**config.mk**
```make
export PLATFORM = sky130hd
export DESIGN_NAME = clock_reset_power_control
export DESIGN_NICKNAME = d
export VERILOG_FILES = /design/src/crpc_pkg.sv /design/src/clock_reset_power_control.sv /design/src/clk_divider.sv
export VERILOG_INCLUDE_DIRS = /design/src
export SDC_FILE = /design/constraint.sdc
export NUM_CORES = 1
export LEC_CHECK = 0
export BUFFER_PORTS_ARGS = -buffer_cell sky130_fd_sc_hd__buf_4
export CAP_MARGIN = 10
export CORE_MARGIN = 2
export CORE_UTILIZATION = 55
export CTS_BUF_LIST = sky130_fd_sc_hd__clkbuf_2
export CTS_CLUSTER_DIAMETER = 30
export CTS_CLUSTER_SIZE = 24
export DETAILED_ROUTE_END_ITERATION = 7
export PLACE_DENSITY = 0.81
export RECOVER_POWER = 50
export SLEW_MARGIN = 15
export SYNTH_ARGS = -nofsm -noshare
export SYNTH_HDL_FRONTEND = slang
export SYNTH_HIERARCHICAL = 1
export SYNTH_SLANG_ARGS = --single-unit
export TNS_END_PERCENT = 100
```
**constraint.sdc**
```tcl
create_clock -name sys_clk -period 5 [get_ports sys_clk]
set_input_delay 1.5 -clock sys_clk [delete_from_list [all_inputs] [get_ports sys_clk]]
set_output_delay 1.5 -clock sys_clk [all_outputs]
set_load 0.005 [all_outputs]
```
**src/crpc_defines.svh**
```systemverilog
`ifndef CRPC_DEFINES_SVH
`define CRPC_DEFINES_SVH
// flash wait-state thresholds, in MHz
`define WS0_MAX_MHZ 8'd24
`define WS1_MAX_MHZ 8'd48
// bus frequency limits, in MHz
`define AHB_MAX_MHZ 8'd72
`define APB_FAST_MAX_MHZ 8'd72
`define APB_SLOW_MAX_MHZ 8'd36
`define ADV_TIMER_MAX_MHZ 8'd144
// nominal clock figures, in MHz
`define RC_OSC_MHZ 8'd8
// internal rc startup settle time in ns, cycle count at 100 MHz
`define RC_SETTLE_NS 2000
`define SYS_CLK_NS 10
`define RC_SETTLE_CYC ((`RC_SETTLE_NS + `SYS_CLK_NS - 1) / `SYS_CLK_NS)
// clock monitor: max sys_clk cycles between external clock edges
`define EXT_MON_TIMEOUT 8'd64
// prescaler reset values (divide codes, 0 means divide by 1)
`define AHB_DIV_RST 4'h0
`define APB_DIV_RST 4'h0
// number of wake event lines
`define WAKE_LINES 22
`endif

```
**src/crpc_pkg.sv**
```systemverilog
package crpc_pkg;
    typedef enum logic [1:0] {
        SRC_RC,
        SRC_EXT,
        SRC_PLL
    } clk_src_e;
    typedef enum logic [1:0] {
        BOOT_FLASH,
        BOOT_SYSMEM,
        BOOT_SRAM
    } boot_src_e;
    typedef enum logic [1:0] {
        PWR_RUN,
        PWR_SLEEP,
        PWR_STOP,
        PWR_WAKE
    } pwr_state_e;
    typedef struct packed {
        logic [3:0] ahb_div;
        logic [3:0] apb_fast_div;
        logic [3:0] apb_slow_div;
    } presc_cfg_s;
    typedef struct packed {
        logic cpu_en;
        logic ahb_en;
        logic apb_fast_en;
        logic apb_slow_en;
        logic adv_timer_en;
    } clk_en_s;
endpackage

```
**src/clock_reset_power_control.sv**
```systemverilog
`timescale 1ns/1ps
`include "crpc_defines.svh"
// Summary of operation
// - flash wait states: 0 up to 24 MHz, 1 up to 48, else 2
// - boot source chosen at startup from boot pin and option bit
// - whole block held in reset while the reset pin is low
// - reset pin pulled up; floating or high ends reset
// - sleep gates only the cpu clock; any interrupt or event wakes
// - stop gates all core clocks, disables pll and both oscillators
// - regulator may be normal or low power during stop
// - any external event line wakes the device from stop
// - rtc, watchdog and their clock sources keep running in stop
// - internal rc oscillator is the cpu clock after reset
// - external clock selectable and monitored while in use
// - on external clock failure hardware falls back to rc
// - clock failure interrupt raised only when enabled
// - pll input clock failure also reported by interrupt
// - prescalers derive ahb, fast apb (72 MHz) and slow apb (36 MHz)
// - advanced timer clock may run up to 144 MHz
module clock_reset_power_control
    import crpc_pkg::*;
(
    // clock and synchronous reset
    input wire logic sys_clk,
    input wire logic rst,
    // reset pin, already resolved with its pull-up
    input wire logic power_on_reset_pin_n,
    // boot straps
    input wire logic boot_select_pin,
    input wire logic boot_option_bit,
    // clock selection and configuration
    input wire logic [1:0] sw_clk_sel,
    input wire logic [7:0] ext_clk_mhz,
    input wire logic [7:0] pll_clk_mhz,
    input wire logic pll_src_ext,
    input wire logic [3:0] ahb_div,
    input wire logic [3:0] apb_fast_div,
    input wire logic [3:0] apb_slow_div,
    input wire logic fail_irq_en,
    input wire logic fail_clr,
    // oscillator status from analog
    input wire logic ext_osc_clk,
    input wire logic rc_osc_ready,
    // power mode requests
    input wire logic sleep_req,
    input wire logic stop_req,
    input wire logic stop_lp_regulator,
    input wire logic irq_or_event,
    input wire logic [`WAKE_LINES-1:0] external_event_lines,
    // reset and boot outputs
    output logic core_rst,
    output boot_src_e boot_src,
    // clock outputs
    output clk_src_e sys_clk_src,
    output clk_en_s clk_en,
    output logic [1:0] flash_wait,
    output logic [7:0] cpu_mhz,
    // oscillator and regulator controls
    output logic rc_osc_on,
    output logic ext_osc_on,
    output logic pll_on,
    output logic lsclk_on,
    output logic regulator_lp,
    // status
    output pwr_state_e pwr_state,
    output logic clk_fail_flag,
    output logic clk_fail_irq
);
    // pin synchronisers; first stages are read only by the second
    logic por_s1_q, por_s2_q, ext_s1_q, ext_s2_q, ext_s3_q;
    logic [`WAKE_LINES-1:0] ev_s1_q, ev_s2_q;
    logic boot_s1_q, boot_s2_q, rc_s1_q, rc_s2_q;

    always_ff @(posedge sys_clk) begin
        por_s1_q <= power_on_reset_pin_n;
        por_s2_q <= por_s1_q;
        ext_s1_q <= ext_osc_clk;
        ext_s2_q <= ext_s1_q;
        ext_s3_q <= ext_s2_q;
        ev_s1_q <= external_event_lines;
        ev_s2_q <= ev_s1_q;
        boot_s1_q <= boot_select_pin;
        boot_s2_q <= boot_s1_q;
        rc_s1_q <= rc_osc_ready;
        rc_s2_q <= rc_s1_q;
    end

    // internal reset while pin low; pin high or floating releases
    logic any_rst;
    assign any_rst = rst | ~por_s2_q;
    assign core_rst = any_rst;

    // boot strap capture at reset release
    boot_src_e boot_q, boot_d;
    logic boot_done_q, boot_done_d;

    always_comb begin
        boot_d = boot_q;
        boot_done_d = boot_done_q;
        if (!boot_done_q) begin
            boot_done_d = 1'b1;
            if (!boot_s2_q) begin
                boot_d = BOOT_FLASH;
            end else if (!boot_option_bit) begin
                boot_d = BOOT_SRAM;
            end else begin
                boot_d = BOOT_SYSMEM;
            end
        end
    end

    always_ff @(posedge sys_clk) begin
        if (any_rst) begin
            boot_q <= BOOT_FLASH;
            boot_done_q <= 1'b0;
        end else begin
            boot_q <= boot_d;
            boot_done_q <= boot_done_d;
        end
    end
    assign boot_src = boot_q;

    // external clock monitor: timeout with no edge means failure
    logic [7:0] mon_cnt_q, mon_cnt_d;
    logic ext_fail;
    logic ext_edge;
    assign ext_edge = ext_s2_q ^ ext_s3_q;
    assign ext_fail = (mon_cnt_q >= `EXT_MON_TIMEOUT);

    always_comb begin
        mon_cnt_d = mon_cnt_q;
        if (!ext_osc_on || ext_edge) begin
            mon_cnt_d = 8'h00;
        end else if (!ext_fail) begin
            mon_cnt_d = mon_cnt_q + 8'h01;
        end
    end

    always_ff @(posedge sys_clk) begin
        if (any_rst) begin
            mon_cnt_q <= 8'h00;
        end else begin
            mon_cnt_q <= mon_cnt_d;
        end
    end

    // power mode state machine
    pwr_state_e pwr_q, pwr_d;
    logic [15:0] settle_q, settle_d;
    logic wake_ev;
    assign wake_ev = |ev_s2_q;

    always_comb begin
        pwr_d = pwr_q;
        settle_d = settle_q;
        case (pwr_q)
            PWR_RUN: begin
                if (stop_req) begin
                    pwr_d = PWR_STOP;
                end else if (sleep_req) begin
                    pwr_d = PWR_SLEEP;
                end
            end
            PWR_SLEEP: begin
                if (irq_or_event || wake_ev) begin
                    pwr_d = PWR_RUN;
                end
            end
            PWR_STOP: begin
                if (wake_ev) begin
                    pwr_d = PWR_WAKE;
                    settle_d = 16'h0000;
                end
            end
            PWR_WAKE: begin
                if (rc_s2_q &&
                    settle_q >= 16'(`RC_SETTLE_CYC - 1)) begin
                    pwr_d = PWR_RUN;
                end else if (settle_q < 16'(`RC_SETTLE_CYC - 1)) begin
                    settle_d = settle_q + 16'h0001;
                end
            end
            default: pwr_d = PWR_RUN;
        endcase
    end

    always_ff @(posedge sys_clk) begin
        if (any_rst) begin
            pwr_q <= PWR_RUN;
            settle_q <= 16'h0000;
        end else begin
            pwr_q <= pwr_d;
            settle_q <= settle_d;
        end
    end
    assign pwr_state = pwr_q;

    // clock source selection with hardware fallback to rc
    clk_src_e src_q, src_d;
    logic fail_q, fail_d;
    logic [7:0] src_mhz, tgt_mhz;
    logic [1:0] ws_q, ws_d, ws_need_tgt;

    // source frequency of a candidate source
    function automatic logic [7:0] mhz_of(input clk_src_e s,
                                          input logic [7:0] ext_m,
                                          input logic [7:0] pll_m);
        case (s)
            SRC_EXT: mhz_of = ext_m;
            SRC_PLL: mhz_of = pll_m;
            default: mhz_of = `RC_OSC_MHZ;
        endcase
    endfunction

    // wait states needed for a cpu frequency
    function automatic logic [1:0] ws_for(input logic [7:0] m);
        if (m <= `WS0_MAX_MHZ) begin
            ws_for = 2'd0;
        end else if (m <= `WS1_MAX_MHZ) begin
            ws_for = 2'd1;
        end else begin
            ws_for = 2'd2;
        end
    endfunction

    logic ext_used;
    assign ext_used = (src_q == SRC_EXT) || (src_q == SRC_PLL && pll_src_ext);
    assign tgt_mhz = mhz_of(clk_src_e'(sw_clk_sel), ext_clk_mhz, pll_clk_mhz);
    assign ws_need_tgt = ws_for(tgt_mhz);

    // switch only once wait states cover both old and new frequency
    always_comb begin
        src_d = src_q;
        fail_d = fail_q;
        ws_d = ws_q;
        if (fail_clr) begin
            fail_d = 1'b0;
        end
        if (ext_used && ext_fail) begin
            src_d = SRC_RC;
            fail_d = 1'b1; // set wins over clear
        end else if (pwr_q == PWR_STOP || pwr_q == PWR_WAKE) begin
            src_d = SRC_RC;
        end else if (sw_clk_sel != 2'd3 && clk_src_e'(sw_clk_sel) != src_q
                     && !fail_q) begin
            if (ws_q < ws_need_tgt) begin
                ws_d = ws_need_tgt;
            end else begin
                src_d = clk_src_e'(sw_clk_sel);
            end
        end else if (ws_q > ws_for(src_mhz)) begin
            ws_d = ws_for(src_mhz);
        end
    end

    always_ff @(posedge sys_clk) begin
        if (any_rst) begin
            src_q <= SRC_RC;
            fail_q <= 1'b0;
            ws_q <= 2'd0;
        end else begin
            src_q <= src_d;
            fail_q <= fail_d;
            ws_q <= ws_d;
        end
    end
    assign src_mhz = mhz_of(src_q, ext_clk_mhz, pll_clk_mhz);
    assign sys_clk_src = src_q;
    assign flash_wait = ws_q;
    assign cpu_mhz = src_mhz;
    assign clk_fail_flag = fail_q;
    assign clk_fail_irq = fail_q & fail_irq_en;

    // prescalers; ahb feeds both apb dividers
    logic run_clks, ahb_tick, fast_tick, slow_tick;
    assign run_clks = (pwr_q == PWR_RUN) || (pwr_q == PWR_SLEEP);

    clk_divider ahb_div_i (
        .sys_clk(sys_clk),
        .rst(any_rst),
        .src_en(1'b1),
        .run(run_clks),
        .div(ahb_div),
        .tick(ahb_tick)
    );
    clk_divider fast_div_i (
        .sys_clk(sys_clk),
        .rst(any_rst),
        .src_en(ahb_tick),
        .run(run_clks),
        .div(apb_fast_div),
        .tick(fast_tick)
    );
    clk_divider slow_div_i (
        .sys_clk(sys_clk),
        .rst(any_rst),
        .src_en(ahb_tick),
        .run(run_clks),
        .div(apb_slow_div),
        .tick(slow_tick)
    );

    // gated enables; sleep stops only the cpu
    always_comb begin
        clk_en.cpu_en = ahb_tick && (pwr_q == PWR_RUN);
        clk_en.ahb_en = ahb_tick;
        clk_en.apb_fast_en = fast_tick;
        clk_en.apb_slow_en = slow_tick;
        // timer clock runs off the undivided source, not the bus limit
        clk_en.adv_timer_en = run_clks;
    end

    // oscillator enables; low-speed clock for rtc/watchdog never stops
    assign rc_osc_on = ~any_rst & (pwr_q != PWR_STOP);
    assign ext_osc_on = ~any_rst & (pwr_q != PWR_STOP) &
                        (sw_clk_sel == 2'd1 || ext_used);
    assign pll_on = ~any_rst & (pwr_q != PWR_STOP) &
                    (sw_clk_sel == 2'd2 || src_q == SRC_PLL);
    assign lsclk_on = 1'b1;
    assign regulator_lp = (pwr_q == PWR_STOP) & stop_lp_regulator;

    // checks
    fallback_rc_a: assert property (
        @(posedge sys_clk) disable iff (any_rst)
        (ext_used && ext_fail) |=> (src_q == SRC_RC && fail_q))
        else $error("no fallback to rc on clock failure");
    ws_cover_a: assert property (
        @(posedge sys_clk) disable iff (any_rst)
        ws_q >= ws_for(src_mhz) || $changed(src_q))
        else $error("too few wait states for cpu clock");
    stop_gate_a: assert property (
        @(posedge sys_clk) disable iff (any_rst)
        (pwr_q == PWR_STOP) |-> !clk_en.ahb_en && !rc_osc_on && !pll_on)
        else $error("clock running in stop");
    sleep_cpu_a: assert property (
        @(posedge sys_clk) disable iff (any_rst)
        (pwr_q == PWR_SLEEP) |-> !clk_en.cpu_en)
        else $error("cpu clock running in sleep");
    irq_gate_a: assert property (
        @(posedge sys_clk) disable iff (any_rst)
        clk_fail_irq |-> fail_irq_en && fail_q)
        else $error("fail interrupt without enable");
    stop_wake_a: assert property (
        @(posedge sys_clk) disable iff (any_rst)
        (pwr_q == PWR_STOP && wake_ev) |=> pwr_q == PWR_WAKE)
        else $error("no wake from stop");
    wake_settle_a: assert property (
        @(posedge sys_clk) disable iff (any_rst)
        (pwr_q == PWR_WAKE && !rc_s2_q) |=> pwr_q == PWR_WAKE)
        else $error("left wake before rc stable");
    reset_src_a: assert property (
        @(posedge sys_clk) $fell(any_rst) |-> src_q == SRC_RC && ws_q == 2'd0)
        else $error("not on rc after reset");
    lsclk_a: assert property (
        @(posedge sys_clk) lsclk_on)
        else $error("low speed clock stopped");
endmodule

```
**src/clk_divider.sv**
```systemverilog
`timescale 1ns/1ps
// one-cycle enable every (div+1) source enables; counts only when running
module clk_divider
    import crpc_pkg::*;
(
    // clock and reset
    input wire logic sys_clk,
    input wire logic rst,
    // control
    input wire logic src_en,
    input wire logic run,
    input wire logic [3:0] div,
    // enable out
    output logic tick
);
    logic [3:0] cnt_q, cnt_d;

    // next count; a new divide value is compared with the running count at once
    always_comb begin
        cnt_d = cnt_q;
        tick = 1'b0;
        if (run && src_en) begin
            if (cnt_q >= div) begin
                cnt_d = 4'h0;
                tick = 1'b1;
            end else begin
                cnt_d = cnt_q + 4'h1;
            end
        end
    end

    always_ff @(posedge sys_clk) begin
        if (rst) begin
            cnt_q <= 4'h0;
        end else begin
            cnt_q <= cnt_d;
        end
    end
endmodule

```
== After elaboration in Yosys (flattened, before gate mapping) ==
Index checks and enable logic that the tools add are counted.
Widths: inputs -> output; s select.
Operators by class
  add/subtract/negate cells: 5
  $mul: 0
  div/mod/pow operators: 0
  $lt $le $gt $ge: 12
  equality and inequality tests: 17
  shift operators: 0
  multiplexer cells: 36
  bitwise gates (word level): 12
  reduce and logical (&&, ||, !) cells: 27
Operators with widths (number)
  $mux 16: 3
  $mux 2: 17
  $pmux 16 s2: 1
  $pmux 8 s2: 2
  $reduce_or 22->1: 1
  $add 16x1->16 const B: 1
  $ge 16x8->1 const B: 1
  $le 8x5->1 const B: 2
  $le 8x6->1 const B: 2
  $lt 16x8->1 const B: 1
  $ne 2x2->1 const B: 7
  $add 4x1->4 const B: 3
  $ge 4x4->1: 3
  $mux 4: 3
  $reduce_and 4->1: 3
  $mux 1: 9
  $add 8x1->8 const B: 1
  $eq 2x2->1 const B: 4
  $ge 8x7->1 const B: 1
  $pmux 2 s4: 1
  $logic_and 1x1->1: 7
  $logic_or 1x1->1: 7
  $eq 2x1->1 const B: 3
  $reduce_bool 2->1: 3
  14 further kinds: 23
Word-level totals
  register bits: 99
  latch bits: 0
  bits in writable memories: 0
  memory bits (read-only): 0
  output and inout port bits: 29
  memories: 0

== Depth between registers and ports, before layout ==
  word-level depth: 11
  mapped depth: 14

== Hierarchy ==
The synthesis kept the hierarchy.
By module, submodules not included
  clock_reset_power_control: instances 1, cells each 307, area each 3133.0 µm², sequential area each 1741.7 µm²
  clk_divider: instances 3, cells each 37, area each 317.8 µm², sequential area each 80.1 µm²

== Worst setup path before layout ==
OpenSTA, ideal clock, no wires.
  path kind: input to output
  start: input port ahb_div[0]
  end: output port clk_en[1] in the netlist's numbering
  data arrival time: 3.028 ns
  required time: 3.500 ns
  slack: 0.472 ns
  stages on the path: 7
  path buffers: 1
  cells stage by stage: ha_1 > nand2b_4 > a2111oi_4 > nor3_1 > nand2_1 > nor3_1 > buf_4
On the way
  longest elaborated chain between the ends: 5
Ends and longest elaborated chain
  start: declaration: RTL line clock_reset_power_control.sv:36  | input wire logic [3:0] ahb_div,
  $ge 4x4->1: RTL line clk_divider.sv:23  | if (cnt_q >= div) begin
  $mux 1: RTL line clk_divider.sv:23
  $mux 1: RTL line clk_divider.sv:22  | if (run && src_en) begin
  named net ahb_tick: RTL line clock_reset_power_control.sv:275  | logic run_clks, ahb_tick, fast_tick, slow_tick;
  $logic_and 1x1->1: RTL line clk_divider.sv:22
  $mux 1: RTL line clk_divider.sv:22
  end: declaration: RTL line clock_reset_power_control.sv:55  | output clk_en_s clk_en,
The timed path passes the listed nets, and every way through them passes these cells.

==> metrics.md <==
| Metric | Value |
|---|---|
| Synth Flop Type | dfxtp_1 |
| Lkg Pwr | 2.10 nW |
| Vias in the first global route | between 3000 and 4000 |
| Worst-path clk slew | a little over 0.3 ns |
| EDFF count, synth | 0 |
| Final Hold Vio Count | 0 |
| CTS Buffer Depth | 2 |
| Post-Layout Inst Area | 4980 um2 |
| Total chip power | 1.36 mW |
| Final worst-path cycle share | a little over nine tenths |
| CTS tree | done |
| Area grow syn2layout | 21.9% |
| Non-filler cells, final | approximately 620 |
| Yosys warns | 6 |
| Drt wl/cell | around 13 um |
| Final setup fails | 0 |
| Worst Setup SP | ahb_div[0] |
| Post-Syn Area | ~4000 um2 |
| CP Max Fanout | 8 |
| Total CTS buffers | 9 |
| Pwr dens | ~270 nW/um2 |
| Post-DP Area | a little under 5000 um2 |
| Max Fclk | 209 MHz |
| Cts hold-fix bufs | 0 |
| Starting Density | roughly 57% |
| Register Area | 1980 um2 |
| Crit Path Class | primary input to output pin |
| Final worst slack | around 0.22 ns |
| Number of routed nets with antenna violations | 0 |
| H-Tree Depth | 3 |
| Hold crit path type | flop to flop |
| Root Driver | clkbuf_2 |
| GR Overflow Total | 0 |
| Filler cell count | 595 |
| I/O pin total | 95 |
| First-pass GRT wire length | between 10 and 15 mm |
| Commonest non-fill, non-tap cell in the layout | dfxtp_1 |
| Fin nets | around 600 |
| FF-to-FF Start | sys_clk_src[0]$_SDFFE_PP0P_ |
| Worst clock skew | between 0.04 and 0.05 ns |
| ANT cells | 0 |
| Synth cell types | 54 |
| Vias/cell | approximately 5.4 |
| Final Critical Period | 4.78 ns |
| Min Hold Slack | 0.300 ns |
| Worst rel slew slack | 43.0% |
| Register area share after synthesis | ~48% |
| TritonRoute pass-1 iters | 5 |
| Worst hold start | ev_s1_q[18]$_DFF_P_ |
| Port bufs | between 90 and 100 |
| Avg Cell Area, Syn | approximately 9.8 um2 |
| Pre-CTS WS | -0.115 ns |
| Via Count | between 3000 and 4000 |
| Layout cells sized above 1 | between 20% and 30% |
| Most frequent cells in the layout | dfxtp_1, buf_4, nor2_1 |
| Worst-Margin Slew | approximately 0.85 ns |
| Row count | 31 |
| Initial DRC Count | just over 200 |
| Final HPWL DP | around 6.3 mm |
| CP startpoint kind | primary input |
| Gpl congestion | 0.860 |
| Register bit total from synthesis | 99 |
| Pin count of the biggest net entering global routing | 21 |
| Clock sink count | 99 |
| DRC Markers | 0 |
| Core area | between 7000 and 8000 um2 |
| RSZ-0062 raised after global routing | false |
| Maximum VDD drop | about 0.23 mV |
| Mapped Cells | approximately 420 |
| Multi-input combinational cell area | 1950 um2 |
| Die H | 90.2 um |
| Max Cap Viol | 0 |
| Antenna violations before repair | 0 |
| Clock Latency Late Sink | around 0.57 ns |
| Die Wd | 90.2 um |
| DP Cell Count | ~600 |
| Final WL | about 8.3 mm |
| Endpoint class of the critical path | output pin |
| Total Routing Usage GR | between 20% and 30% |
| Die area | between 8000 and 9000 um2 |
| Post-CTS Setup Inserts | 0 |
| Final slew viol count | 0 |
| Worst EP required | roughly 3.5 ns |
| Worst EP arrival | around 3.3 ns |
| Status | complete, no violations |
| Async S/R FF share, synth | 0% |
| Number of gates resized after CTS | 1 |
## layer usage
metal	vias up	track usage [%]	wire, um
met3	12	5.78	555
li1	1673	-	-
met5	-	0	0
met4	0	5.51	83
met1	1536	25.5	3690
met2	119	33.8	3940
## sequential cells by signal, summed over array words and instances (netlist names), 2 cells and up
signal / cells
ev_s1_q: 22
ev_s2_q: 22
fast_div_i/cnt_q: 4
boot_src: 2
settle_q: 16
ahb_div_i/cnt_q: 4
sys_clk_src: 2
slow_div_i/cnt_q: 4
flash_wait: 2
pwr_state: 2
mon_cnt_q: 8
## critical path, stage by stage
cell and delay (ns):
buf_4 0.11, ha_1 0.26, nand2b_4 0.12, a2111oi_4 0.09
nor3_2 0.49, nand2_1 0.30, nor3_1 0.26, buf_4 0.14
## power breakdown
part | total [mW] | switching [mW] | internal (mW) | leakage, nW
Sequential | 0.831 | 0.0120 | 0.819 | 0.819
Clock | 0.380 | 0.294 | 0.0859 | 0.0725
Combinational | 0.150 | 0.0736 | 0.0760 | 1.21
Total | 1.36 | 0.379 | 0.981 | 2.10
## kinds of logic after synthesis
logic type,Yosys count,synth area share [%]
simple gates,138,17.0
compound gates,102,19.4
fa+ha+maj,25,7.65
buf+inv,38,4.07
xor+xnor,13,2.79
flops,99,48.5
other cells,1,0.0918
mux,2,0.490
## Yosys cell counts, drive strengths merged, types with 5 or more instances
cell type  count  area [um2]
nor2          48         180
ha            25         313
inv           25        93.8
a31oi          5        31.3
nand3          7        47.6
nor4           7        43.8
o21a           5        37.5
nor2b          5        31.3
a22oi         12        90.1
dfxtp         99        1980
o2111ai        6        52.6
and2           5        31.3
buf            9        57.6
xnor2          9        78.8
nor3           8        45.0
nand2         32         120
and3           9        56.3
nor3b          5        37.5
o211ai         5        37.5
o21ai         13        68.8
a21oi         25         125
a211oi         9        92.6
## metrics by stage
| step | TNS, ns | util (%) |
|---|---|---|
| after floorplan | 0 | - |
| after global placement | -0.0640 | 67.3 |
| after detailed placement | -0.195 | 67.3 |
| after CTS | 0 | 69.1 |
| after global routing | 0 | 69.0 |
| final | 0 | 69.0 |
## worst paths after layout
path | endpoint | cells after the start | slack (ns)
max | clk_en[1] | 8 | 0.22
min | ev_s2_q[18]$_DFF_P_ | 0 | 0.30
max reg2reg | flash_wait[0]$_SDFFE_PN0P_ | 13 | 1.65
min reg2reg | ev_s2_q[18]$_DFF_P_ | 0 | 0.30
## final cells by class
cell class	instances	share of cell area [%]
clock buffer	9	0.904
clock inverter	7	1.61
inverter	25	1.88
multi-input combinational	284	39.2
sequential	99	39.8
tap	99	2.49
timing repair buffer	94	14.1
No activity file was read; power rests on OpenSTA's default activity.
